### config.mk
export PLATFORM = sky130hd
export DESIGN_NAME = adcseq_top
export DESIGN_NICKNAME = d
export VERILOG_FILES = /design/src/logic/adcseq_sar.v /design/src/logic/adcseq_top.v
export VERILOG_INCLUDE_DIRS = /design/src /design/src/logic
export SDC_FILE = /design/constraint.sdc
export NUM_CORES = 1
export LEC_CHECK = 0
export ABC_AREA = 0
export ABC_CLOCK_PERIOD_IN_PS = 4000
export BUFFER_PORTS_ARGS = -buffer_cell sky130_fd_sc_hd__buf_2
export CAP_MARGIN = 20
export CELL_PAD_IN_SITES_DETAIL_PLACEMENT = 1
export CELL_PAD_IN_SITES_GLOBAL_PLACEMENT = 1
export CORE_ASPECT_RATIO = 1.25
export CORE_MARGIN = 4
export CORE_UTILIZATION = 45
export CTS_BUF_LIST = sky130_fd_sc_hd__clkbuf_4 sky130_fd_sc_hd__clkbuf_8 sky130_fd_sc_hd__clkbuf_16
export CTS_CLUSTER_SIZE = 30
export DETAILED_ROUTE_END_ITERATION = 10
export PLACE_DENSITY_LB_ADDON = 0.2
export REMOVE_ABC_BUFFERS = 1
export SYNTH_ARGS = -nofsm -noshare
export SYNTH_HDL_FRONTEND = slang
export SYNTH_HIERARCHICAL = 1
export SYNTH_SLANG_ARGS = --single-unit
### constraint.sdc
create_clock -name sys_clk_i -period 4 [get_ports sys_clk_i]
set_input_delay 0.6 -clock sys_clk_i [delete_from_list [all_inputs] [get_ports sys_clk_i]]
set_output_delay 0.6 -clock sys_clk_i [all_outputs]
set_load 0.05 [all_outputs]
### src/logic/adcseq_consts.vh
// Constants for the converter control sequencer
`ifndef ADCSEQ_CONSTS_VH
`define ADCSEQ_CONSTS_VH

// Control/status register bit positions
`define ADCSEQ_CSR_END_FLAG   7
`define ADCSEQ_CSR_IRQ_EN     6
`define ADCSEQ_CSR_START      5
`define ADCSEQ_CSR_SCAN       4
`define ADCSEQ_CSR_SPEED      3
`define ADCSEQ_CSR_GROUP      2
`define ADCSEQ_CSR_CH_HI      1
`define ADCSEQ_CSR_CH_LO      0
`define ADCSEQ_CSR_RESET      8'h00

// Trigger control register
`define ADCSEQ_TRG_ENABLE     7
`define ADCSEQ_TRG_RESERVED   7'h7F

// Result layout
`define ADCSEQ_RES_BITS       10
`define ADCSEQ_RES_RESET      10'h000
`define ADCSEQ_LOW_PAD        6'h00
`define ADCSEQ_MSB_POS        4'h9
`define ADCSEQ_CODE_MID       10'h200

// Timing in states (one state is one clock)
`define ADCSEQ_SYNC_SLOW      5'h0A
`define ADCSEQ_SYNC_FAST      5'h06
`define ADCSEQ_SAMPLE_SLOW    9'h050
`define ADCSEQ_SAMPLE_FAST    9'h028
`define ADCSEQ_STEP_SLOW      5'h10
`define ADCSEQ_STEP_FAST      5'h08
`define ADCSEQ_CONV_SLOW      9'h100
`define ADCSEQ_CONV_FAST      9'h080

// Sequencer states
`define ADCSEQ_ST_IDLE        2'h0
`define ADCSEQ_ST_SYNC        2'h1
`define ADCSEQ_ST_CONV        2'h2

`endif

### src/logic/adcseq_sar.v
// Successive-approximation engine: sample window, ten bit decisions, done pulse
`timescale 1ns/1ps
`default_nettype none
`include "adcseq_consts.vh"

module adcseq_sar (
  input  wire        sys_clk_i,
  input  wire        rst_i,
  input  wire        start_i,
  input  wire        abort_i,
  input  wire        speed_i,
  input  wire        comp_gt_i,
  output wire        sample_hold_o,
  output wire [9:0]  dac_code_o,
  output wire        done_o,
  output reg  [9:0]  result_o
);

  reg        busy;
  reg  [8:0] cnt;
  reg  [4:0] step_cnt;
  reg  [3:0] bitpos;
  reg        bits_left;
  reg  [9:0] code;

  wire [8:0] sample_len = speed_i ? `ADCSEQ_SAMPLE_FAST : `ADCSEQ_SAMPLE_SLOW;
  wire [4:0] step_len   = speed_i ? `ADCSEQ_STEP_FAST : `ADCSEQ_STEP_SLOW;
  wire [8:0] conv_len   = speed_i ? `ADCSEQ_CONV_FAST : `ADCSEQ_CONV_SLOW;
  wire       sampling   = busy && (cnt < sample_len);
  wire       decide     = busy && !sampling && bits_left && (step_cnt == step_len - 5'h01);
  wire [9:0] trial_bit  = 10'h001 << bitpos;

  assign sample_hold_o = sampling;
  assign dac_code_o    = code;
  // Ends exactly conv_len states after start, so back-to-back scans stay periodic
  assign done_o        = busy && (cnt == conv_len - 9'h001);

  always @(posedge sys_clk_i) begin
    if (rst_i || abort_i) begin
      busy      <= 1'b0;
      cnt       <= 9'h000;
      step_cnt  <= 5'h00;
      bitpos    <= `ADCSEQ_MSB_POS;
      bits_left <= 1'b0;
      code      <= 10'h000;
    end else if (start_i) begin
      busy      <= 1'b1;
      cnt       <= 9'h000;
      step_cnt  <= 5'h00;
      bitpos    <= `ADCSEQ_MSB_POS;
      bits_left <= 1'b1;
      code      <= `ADCSEQ_CODE_MID;
    end else if (busy) begin
      cnt <= cnt + 9'h001;
      if (done_o) begin
        busy <= 1'b0;
      end
      if (!sampling) begin
        step_cnt <= (step_cnt == step_len - 5'h01) ? 5'h00 : step_cnt + 5'h01;
      end
      if (decide) begin
        if (bitpos == 4'h0) begin
          bits_left <= 1'b0;
          code      <= comp_gt_i ? code : (code & ~trial_bit);
        end else begin
          bitpos <= bitpos - 4'h1;
          code   <= (comp_gt_i ? code : (code & ~trial_bit)) | (trial_bit >> 1);
        end
      end
    end
  end

  always @(posedge sys_clk_i) begin
    if (rst_i) begin
      result_o <= `ADCSEQ_RES_RESET;
    end else if (busy && !bits_left) begin
      result_o <= code;
    end
  end

endmodule // adcseq_sar

`default_nettype wire

### src/logic/adcseq_top.v
// Converter control sequencer: control/status, trigger, channel scan, result registers
`timescale 1ns/1ps
`default_nettype none
`include "adcseq_consts.vh"

// How it works
// Each sample resolves by successive approximation to 10 bits; single or scan mode.
// In single mode the start bit stays set until the conversion completes.
// Completion sets the end flag; interrupt request follows when enabled.
// End flag clears only by reading status while set, then writing zero.
// Single completion stores result, sets flag, clears start together, then idles.
// Software clears start before changing mode or channel; may restart same write.
// Scan start begins at input 0 or input 4 per group select.
// Scan converts channels back to back, storing each, until start clears.
// Scan sets end flag after the last channel and restarts the first at once.
// Clearing start stops scan; restart always begins from group's first channel.
// Sampling follows a synchronisation delay after start is set.
// Sampling window is 80 states slow, 40 states fast.
// First conversion takes 259-266 states slow, 131-134 fast, delay included.
// Later scan conversions take exactly 256 or 128 states.
// With trigger enabled, falling edge on trigger pin sets start bit.
// Triggered start behaves exactly like a software start.
// Result upper byte holds top 8 bits; bits 7-6 low two, rest zero.
// Upper-byte read latches low byte into temp; later low read returns it.
// Channel field picks one input, or in scan a group and channel count.
// Status and results reset to zero; trigger register resets with reserved ones.
// Clearing start mid-conversion aborts without touching result or flag.
module adcseq_top (
  input  wire        sys_clk_i,
  input  wire        rst_i,
  input  wire        standby_i,
  input  wire        ctrl_write_i,
  input  wire [7:0]  ctrl_wdata_i,
  input  wire        ctrl_read_i,
  output wire [7:0]  conv_control_status_reg_o,
  input  wire        trig_write_i,
  input  wire [7:0]  trig_wdata_i,
  output wire [7:0]  trigger_control_reg_o,
  input  wire        result_read_i,
  input  wire [1:0]  result_sel_i,
  input  wire        result_upper_i,
  output reg  [7:0]  result_byte_o,
  input  wire        ext_trigger_pin_n_i,
  input  wire        comp_gt_i,
  output wire [2:0]  analog_sel_o,
  output wire        sample_hold_o,
  output wire [9:0]  dac_code_o,
  output wire        conv_start_bit_o,
  output wire        conv_end_flag_o,
  output wire        end_irq_request_o
);

  // Standby clears the block exactly as reset does
  wire       clr = rst_i | standby_i;

  reg        conv_end_flag;
  reg        end_irq_enable;
  reg        conv_start_bit;
  reg        scan_mode;
  reg        conv_speed_select;
  reg        group_select_bit;
  reg  [1:0] channel_select;
  reg        ext_trigger_enable;
  reg        flag_seen;
  reg        trig_pin_prev;
  reg  [1:0] state;
  reg  [4:0] sync_cnt;
  reg  [1:0] scan_idx;
  reg  [9:0] result_mem [0:3];
  reg  [7:0] low_temp;
  reg        next_start;
  integer    i;

  wire       eng_done;
  wire [9:0] eng_result;
  wire       trig_fall = ext_trigger_enable && trig_pin_prev && !ext_trigger_pin_n_i;
  wire       start_rise = next_start && !conv_start_bit;
  wire       stop = conv_start_bit && !next_start;
  wire       cur_done = (state == `ADCSEQ_ST_CONV) && eng_done;
  wire [1:0] cur_slot = scan_mode ? scan_idx : channel_select;
  wire       last_slot = (scan_idx == channel_select);
  wire       pass_end = cur_done && (!scan_mode || last_slot);
  wire       sync_end = (state == `ADCSEQ_ST_SYNC) && (sync_cnt == 5'h01);
  // Next scan channel starts on the same edge the previous one ends
  wire       eng_start = sync_end || (cur_done && scan_mode && !stop);
  wire       eng_abort = stop && !cur_done;

  // Stored low bits sit in bits 7-6 with zero padding below
  function [7:0] low_byte;
    input [9:0] r;
    begin
      low_byte = {r[1:0], `ADCSEQ_LOW_PAD};
    end
  endfunction

  assign conv_control_status_reg_o = {conv_end_flag, end_irq_enable, conv_start_bit, scan_mode,
                                      conv_speed_select, group_select_bit, channel_select};
  assign trigger_control_reg_o = {ext_trigger_enable, `ADCSEQ_TRG_RESERVED};
  assign conv_start_bit_o      = conv_start_bit;
  assign conv_end_flag_o       = conv_end_flag;
  assign end_irq_request_o     = conv_end_flag && end_irq_enable;
  assign analog_sel_o          = {group_select_bit, cur_slot};

  // Start bit: write or trigger sets, single completion clears, a write of zero stops
  always @* begin
    next_start = conv_start_bit;
    if (cur_done && !scan_mode) begin
      next_start = 1'b0;
    end
    if (ctrl_write_i) begin
      next_start = ctrl_wdata_i[`ADCSEQ_CSR_START];
    end
    if (trig_fall) begin
      next_start = 1'b1;
    end
  end

  always @(posedge sys_clk_i) begin
    if (clr) begin
      conv_end_flag      <= 1'b0;
      end_irq_enable     <= 1'b0;
      conv_start_bit     <= 1'b0;
      scan_mode          <= 1'b0;
      conv_speed_select  <= 1'b0;
      group_select_bit   <= 1'b0;
      channel_select     <= 2'h0;
      ext_trigger_enable <= 1'b0;
      flag_seen          <= 1'b0;
      trig_pin_prev      <= 1'b1;
    end else begin
      conv_start_bit <= next_start;
      trig_pin_prev  <= ext_trigger_pin_n_i;
      if (trig_write_i) begin
        ext_trigger_enable <= trig_wdata_i[`ADCSEQ_TRG_ENABLE];
      end
      if (ctrl_write_i) begin
        end_irq_enable    <= ctrl_wdata_i[`ADCSEQ_CSR_IRQ_EN];
        scan_mode         <= ctrl_wdata_i[`ADCSEQ_CSR_SCAN];
        conv_speed_select <= ctrl_wdata_i[`ADCSEQ_CSR_SPEED];
        group_select_bit  <= ctrl_wdata_i[`ADCSEQ_CSR_GROUP];
        channel_select    <= ctrl_wdata_i[`ADCSEQ_CSR_CH_HI:`ADCSEQ_CSR_CH_LO];
      end
      // Clear needs a prior read that saw the flag; a new end event wins over the clear
      if (ctrl_read_i && conv_end_flag) begin
        flag_seen <= 1'b1;
      end
      if (pass_end) begin
        conv_end_flag <= 1'b1;
      end else if (ctrl_write_i && !ctrl_wdata_i[`ADCSEQ_CSR_END_FLAG] && flag_seen) begin
        conv_end_flag <= 1'b0;
        flag_seen     <= 1'b0;
      end
    end
  end

  // Sequencer
  always @(posedge sys_clk_i) begin
    if (clr) begin
      state    <= `ADCSEQ_ST_IDLE;
      sync_cnt <= 5'h00;
      scan_idx <= 2'h0;
    end else if (start_rise) begin
      // Any fresh scan start begins at the group's first channel
      state    <= `ADCSEQ_ST_SYNC;
      sync_cnt <= next_speed_sync(ctrl_write_i ? ctrl_wdata_i[`ADCSEQ_CSR_SPEED] : conv_speed_select);
      scan_idx <= 2'h0;
    end else if (stop) begin
      state <= `ADCSEQ_ST_IDLE;
    end else begin
      case (state)
        `ADCSEQ_ST_IDLE: begin
          state <= `ADCSEQ_ST_IDLE;
        end
        `ADCSEQ_ST_SYNC: begin
          sync_cnt <= sync_cnt - 5'h01;
          if (sync_end) begin
            state <= `ADCSEQ_ST_CONV;
          end
        end
        `ADCSEQ_ST_CONV: begin
          if (cur_done) begin
            if (!scan_mode) begin
              state <= `ADCSEQ_ST_IDLE;
            end else begin
              scan_idx <= last_slot ? 2'h0 : scan_idx + 2'h1;
            end
          end
        end
        default: begin
          state <= `ADCSEQ_ST_IDLE;
        end
      endcase
    end
  end

  function [4:0] next_speed_sync;
    input fast;
    begin
      next_speed_sync = fast ? `ADCSEQ_SYNC_FAST : `ADCSEQ_SYNC_SLOW;
    end
  endfunction

  // Result registers and byte read path
  always @(posedge sys_clk_i) begin
    if (clr) begin
      for (i = 0; i < 4; i = i + 1) begin
        result_mem[i] <= `ADCSEQ_RES_RESET;
      end
      low_temp      <= 8'h00;
      result_byte_o <= 8'h00;
    end else begin
      if (cur_done) begin
        result_mem[cur_slot] <= eng_result;
      end
      if (result_read_i) begin
        if (result_upper_i) begin
          result_byte_o <= result_mem[result_sel_i][9:2];
          low_temp      <= low_byte(result_mem[result_sel_i]);
        end else begin
          result_byte_o <= low_temp;
        end
      end
    end
  end

  adcseq_sar u_sar (
    .sys_clk_i     (sys_clk_i),
    .rst_i         (clr),
    .start_i       (eng_start),
    .abort_i       (eng_abort),
    .speed_i       (conv_speed_select),
    .comp_gt_i     (comp_gt_i),
    .sample_hold_o (sample_hold_o),
    .dac_code_o    (dac_code_o),
    .done_o        (eng_done),
    .result_o      (eng_result)
  );

endmodule // adcseq_top

`default_nettype wire

==> flow_summary.yaml, run 1 <==
synth:
  synth_ff_type: "dfxtp_1"
  async_flop_share: 0
  synth_edf_count: 40
  syn_inst: 520
  synth_cell_types: 66
  ys.warnings.count: 6
  post-synth-top-count-cell: "dfxtp_1"
  syn_area_um2: 5290
  synth.avg_cell_area_um2: 10.2
  ys_ff_latch: 110
  yosys-top-cells-count: "dfxtp_1 (70), nand2_1 (45), edfxtp_1 (40), nor2_1 (40), a21oi_1 (31)"
  yosys.area.top_type: "dfxtp_1"
  seq_area_frac_synth: 0.492
  yosys-top-cells-area: "dfxtp_1 (26%), edfxtp_1 (23%), ha_1 (3.5%), nand2_1 (3.2%), a21oi_1 (2.9%)"
  synth.top_cell.area_share: 0.265
timing:
  post-route-period-util: 0.883
  rsz0062_at_grt: "no"
  setup_viol: 0
  setup_tns_ns: 0
  final_max_slew_viol_count: 0
  holdWs_ns: 0.444
  worst_pin_slew_ns: 0.774
  relSlewSlack: 0.484
  max_freq_mhz: 283
  skew_ns: 0.00560
  hold_viol_final: 0
  period_needed_ns: 3.53
  worst_slack_ns: 0.468
clocking:
  htreeDepth: 3
  cts_hold_buffers: 0
  clock_sink_count: 110
  clkLatencyLatePin_ns: 0.35
  cts_tree: "built"
  cts.repair.resized: 0
  ctsLongestPathBuffers: 2
  cts.clk_slew.worst_paths_ns: 0.08
  cts-buffers-inserted: 9
  cts_root_buf: "clkbuf_16"
  post_cts_buffers: 0
setup_path:
  cp.arrival_ns: 3.81
  cp_max_fo: 8
  startpoint_type: "flip-flop"
  critPathKind: "flip-flop to flip-flop"
  required_ns: 4.28
  rrSetupSlack_ns: 0.47
  rr_startpoint: "u_sar/cnt[0]$_SDFFE_PP0P_"
  timing.rr.end: "u_sar/step_cnt[4]$_SDFFE_PP0N_"
  endpoint_kind: "flip-flop"
  reg2reg_depth: 13
flow_run:
  maxCapViolations: 0
power:
  vdd_drop_max_uv: 178
  p_per_area_nw_per_um2: 387
  static-leakage-power_nw: 2.37
status:
  outcome: "complete, no violations"
detailed_routing:
  vias: 3899
  drcViolationCount: 0
  wl_per_cell_um: 17.0
  drt-pass1-iter-count: 4
  wl_mm: 12.0
  drt-initial-drc-count: 82
  ant_nets: 0
  vias_per_cell: 5.51
layout:
  regArea_um2: 2600
  nFillCells: 1307
  areaGrowthSynthToFinish_pct: 12.1
  antenna_cells: 0
  drive_gt1_frac: 0.228
  nets: 607
  layoutNonFillerInstCount: 707
  multi_input_area_um2: 2430
place:
  port_buffers: 54
  preCtsSetupSlack_ns: 0.471
  dpl.hpwl_mm: 8.75
  place_inst: 691
  place.gp.congestion: 0.812
global_routing:
  grtUsageTotal: 0.184
  grt_start_max_net_pins: 24
  gr-total-overflow: 0
  grt_pass1_wl_mm: 19.8
  antenna_found_initial: 0
  grt_pass1_vias: 4021
floorplan:
  core-area_um2: 11600
  initial_core_util: 0.458
  die_area_um2: 13600
  die_x_um: 105
  row_count: 44
  fp.dieH_um: 129
  io_pins: 69
hold_path:
  hp-start: "ext_trigger_pin_n_i"
  hold_depth: 2
  worstHoldEndpoint: "trig_pin_prev$_SDFF_PP1_"
  min_path_type: "primary input to flip-flop"
-- routing by layer --
metal  part of all wire  global-route usage  vias up
li1                   -                   -     1919
met5                  0                   0        -
met3              0.024              0.0294       16
met1               0.42               0.210     1905
met2               0.54               0.346       59
met4              0.018              0.0680        0
-- worst max-delay path, cell delays in order, from the launching register on --
cell	delay (ns)
dfxtp_1	0.37
ha_1	0.24
nand3_1	0.12
nor3_1	0.49
nand3b_4	0.17
nor2_1	0.14
o311a_1	0.20
ha_1	0.20
inv_1	0.11
nand3_1	0.17
nand2_1	0.18
or3_1	0.57
or3_1	0.37
mux2i_1	0.13
-- layout make-up --
cell class              count  share of cell area
clock buffers               9              0.0380
flip-flops and latches    110               0.439
repair buffers             64              0.0583
clock inverters             7              0.0148
well taps                 138              0.0291
multi-input cells         361               0.409
inverters                  18              0.0114
-- per-stage QoR --
step                utilization  power (mW)  instance area [um^2]
global placement          0.486        1.39                  5620
finish                    0.513        2.30                  5930
floorplan                     -        1.33                  5100
global route              0.513        2.39                  5930
detailed placement        0.486        1.39                  5620
CTS                       0.513        2.33                  5930
-- worst max path at each step --
stage / from / endpoint / slack, ns / depth (start not counted)
finish: u_sar/cnt[0]$_SDFFE_PP0P_ / u_sar/step_cnt[4]$_SDFFE_PP0N_ / 0.47 / 13
global route: u_sar/cnt[0]$_SDFFE_PP0P_ / u_sar/step_cnt[4]$_SDFFE_PP0N_ / 0.07 / 13
CTS: u_sar/cnt[0]$_SDFFE_PP0P_ / u_sar/step_cnt[4]$_SDFFE_PP0N_ / 0.43 / 13
detailed placement: u_sar/cnt[0]$_SDFFE_PP0P_ / u_sar/step_cnt[4]$_SDFFE_PP0N_ / 0.47 / 13
global placement: u_sar/cnt[0]$_SDFFE_PP0P_ / u_sar/step_cnt[4]$_SDFFE_PP0N_ / 0.57 / 13
floorplan: conv_speed_select$_SDFF_PP0_ / u_sar/dac_code_o[3]$_SDFFE_PP0P_ / 0.44 / 13
-- flip-flops by register name, summed over array words and instances, names as in the netlist --
| register | cells |
|---|---|
| scan_idx | 2 |
| low_temp | 2 |
| sync_cnt | 5 |
| group_select_bit | 1 |
| u_sar/dac_code_o | 10 |
| scan_mode | 1 |
| u_sar/cnt | 9 |
| conv_speed_select | 1 |
| conv_end_flag_o | 1 |
| flag_seen | 1 |
| state | 2 |
| result_byte_o | 8 |
| trig_pin_prev | 1 |
| conv_start_bit_o | 1 |
| u_sar/busy | 1 |
| ext_trigger_enable | 1 |
| u_sar/bits_left | 1 |
| u_sar/result_o | 10 |
| u_sar/step_cnt | 5 |
| result_mem | 40 |
| u_sar/bitpos | 4 |
| channel_select | 2 |
| end_irq_enable | 1 |
-- power by group --
part / internal, mW / switching [mW] / total (mW) / leakage (nW)
Combinational: 0.0556 / 0.113 / 0.169 / 1.22
Sequential: 1.18 / 0.0133 / 1.20 / 1.00
Clock: 0.502 / 0.429 / 0.931 / 0.154
Total: 1.74 / 0.556 / 2.30 / 2.37
-- layout by cell type, fill, tap and decap left out, types with 17 or more instances in the layout --
master	instances
buf_2	54
and2_2	20
edfxtp_1	40
dfxtp_1	70
inv_1	17
nand2_1	45
nand3_1	20
a21oi_1	31
nor2_1	40
-- kinds of logic (layout without fill, tap and decap cells) --
kind of cell,count (synthesis),after routing,synth area share
other,1,7,0.000709
buffers and inverters,55,98,0.0535
DFF,110,110,0.492
AOI/OAI and AO/OA,90,90,0.117
xor gates and xnor gates,14,14,0.0232
and+or+nand+nor,205,205,0.213
adders and majority gates,15,15,0.0355
muxes,30,30,0.0650
(Power assumes the default switching activity.)
==> run 2: changes to the inputs <==
--- a/config.mk
+++ b/config.mk
@@ -19,6 +19,7 @@
 export CTS_CLUSTER_SIZE = 30
 export DETAILED_ROUTE_END_ITERATION = 10
 export PLACE_DENSITY_LB_ADDON = 0.2
+export RECOVER_POWER = 50
 export REMOVE_ABC_BUFFERS = 1
 export SYNTH_ARGS = -nofsm -noshare
 export SYNTH_HDL_FRONTEND = slang
==> flow_summary.yaml, run 2 (synthesized netlist as in run 1, its figures left out) <==
status:
  outcome: "complete, no violations"
place:
  dpl.hpwl_mm: 8.75
  place.gp.congestion: 0.812
  placed_area_um2: 5620
  preCtsSetupSlack_ns: 0.471
  port_buffers: 54
floorplan:
  io_pins: 69
  fp.dieH_um: 129
  core-area_um2: 11600
  row_count: 44
  initial_core_util: 0.458
  die_area_um2: 13600
  die_x_um: 105
clocking:
  cts_root_buf: "clkbuf_16"
  cts_tree: "built"
  clkLatencyLatePin_ns: 0.35
  post_cts_buffers: 0
  ctsLongestPathBuffers: 2
  cts_hold_buffers: 0
  cts-buffers-inserted: 9
  clock_sink_count: 110
  htreeDepth: 3
  cts.clk_slew.worst_paths_ns: 0.08
  cts.repair.resized: 0
power:
  static-leakage-power_nw: 2.22
  vdd_drop_max_uv: 180
  p_per_area_nw_per_um2: 391
  total_power_mw: 2.29
detailed_routing:
  ant_nets: 0
  wl_per_cell_um: 17.0
  vias_per_cell: 5.51
  drt-pass1-iter-count: 4
  drcViolationCount: 0
  wl_mm: 12.0
  vias: 3894
  drt-initial-drc-count: 82
timing:
  worst_pin_slew_ns: 1.17
  worst_slack_ns: 0.481
  rsz0062_at_grt: "no"
  post-route-period-util: 0.880
  relSlewSlack: 0.212
  period_needed_ns: 3.52
  setup_viol: 0
  max_freq_mhz: 284
  setup_tns_ns: 0
  hold_viol_final: 0
  final_max_slew_viol_count: 0
  skew_ns: 0.00547
setup_path:
  rrSetupSlack_ns: 0.48
  rr_startpoint: "u_sar/cnt[0]$_SDFFE_PP0P_"
  cp.arrival_ns: 3.80
  required_ns: 4.28
  timing.rr.end: "u_sar/step_cnt[4]$_SDFFE_PP0N_"
  startpoint_type: "flip-flop"
  endpoint_kind: "flip-flop"
  critPathKind: "flip-flop to flip-flop"
  reg2reg_depth: 13
  cp_max_fo: 8
hold_path:
  min_path_type: "primary input to flip-flop"
  hp-start: "ext_trigger_pin_n_i"
  worstHoldEndpoint: "trig_pin_prev$_SDFF_PP1_"
  hold_depth: 2
layout:
  nets: 607
  largest_reg_flops: 40
  areaGrowthSynthToFinish_pct: 10.9
  layout_commonest_cell: "dfxtp_1"
  nFillCells: 1313
  final_area_um2: 5870
  antenna_cells: 0
  drive_gt1_frac: 0.163
  final_cell_mix: "dfxtp_1 (70), nand2_1 (45), nor2_1 (40), edfxtp_1 (40), clkbuf_1 (35)"
  multi_input_area_um2: 2420
  regArea_um2: 2600
  max_flop_register: "result_mem"
flow_run:
  maxCapViolations: 0
global_routing:
  grt_pass1_vias: 4021
  gr-total-overflow: 0
  antenna_found_initial: 0
  grt_start_max_net_pins: 24
  grtUsageTotal: 0.184
  grt_pass1_wl_mm: 19.8
[run 2: changes by cell type in the layout (fill, tap and decap cells not counted), sizes merged]
cell / change
buf: -35
clkbuf: +35
[run 2: worst max path at each step]
stage	from	cells past startpoint	to
floorplan	conv_speed_select$_SDFF_PP0_	13	u_sar/dac_code_o[3]$_SDFFE_PP0P_
global placement	u_sar/cnt[0]$_SDFFE_PP0P_	13	u_sar/step_cnt[4]$_SDFFE_PP0N_
detailed placement	u_sar/cnt[0]$_SDFFE_PP0P_	13	u_sar/step_cnt[4]$_SDFFE_PP0N_
CTS	u_sar/cnt[0]$_SDFFE_PP0P_	13	u_sar/step_cnt[4]$_SDFFE_PP0N_
global route	u_sar/cnt[0]$_SDFFE_PP0P_	13	u_sar/step_cnt[4]$_SDFFE_PP0N_
finish	u_sar/cnt[0]$_SDFFE_PP0P_	13	u_sar/step_cnt[4]$_SDFFE_PP0N_
[run 2: worst max-delay path: stages (launching register included)]
cell and delay [ns]:
dfxtp_1 0.37, ha_1 0.24, nand3_1 0.12, nor3_1 0.49, nand3b_4 0.17, nor2_1 0.14, o311a_1 0.20, ha_1 0.20
inv_1 0.11, nand3_1 0.17, nand2_1 0.18, or3_1 0.57, or3_1 0.37, mux2i_1 0.13
[run 2: through the flow]
stage / util / std cells / hold WS [ns]
after floorplan: - / 489 / 0.436
after global placement: 0.486 / 691 / 0.447
after detailed placement: 0.486 / 691 / 0.456
after CTS: 0.513 / 707 / 0.431
after global routing: 0.508 / 707 / 0.447
final: 0.508 / 707 / 0.444
[run 2: cell type report]
cell class,instances,share of cell area
clock buffers,9,0.0384
well taps,138,0.0294
inverters,18,0.0115
multi-input cells,361,0.412
clock inverters,7,0.0149
repair buffers,64,0.0501
flip-flops and latches,110,0.443
[run 2: power by group]
part           leakage, nW  total, mW  switching [mW]  internal (mW)
Clock                0.154      0.931           0.429          0.502
Sequential            1.00       1.20          0.0135           1.18
Combinational         1.06      0.166           0.113         0.0526
[run 2: routing by layer]
metal	vias to the layer above	GRT usage	share of wire
li1	1914	-	-
met1	1899	0.210	0.41
met2	67	0.346	0.54
met3	14	0.0294	0.031
met4	0	0.0680	0.017
met5	-	0	0
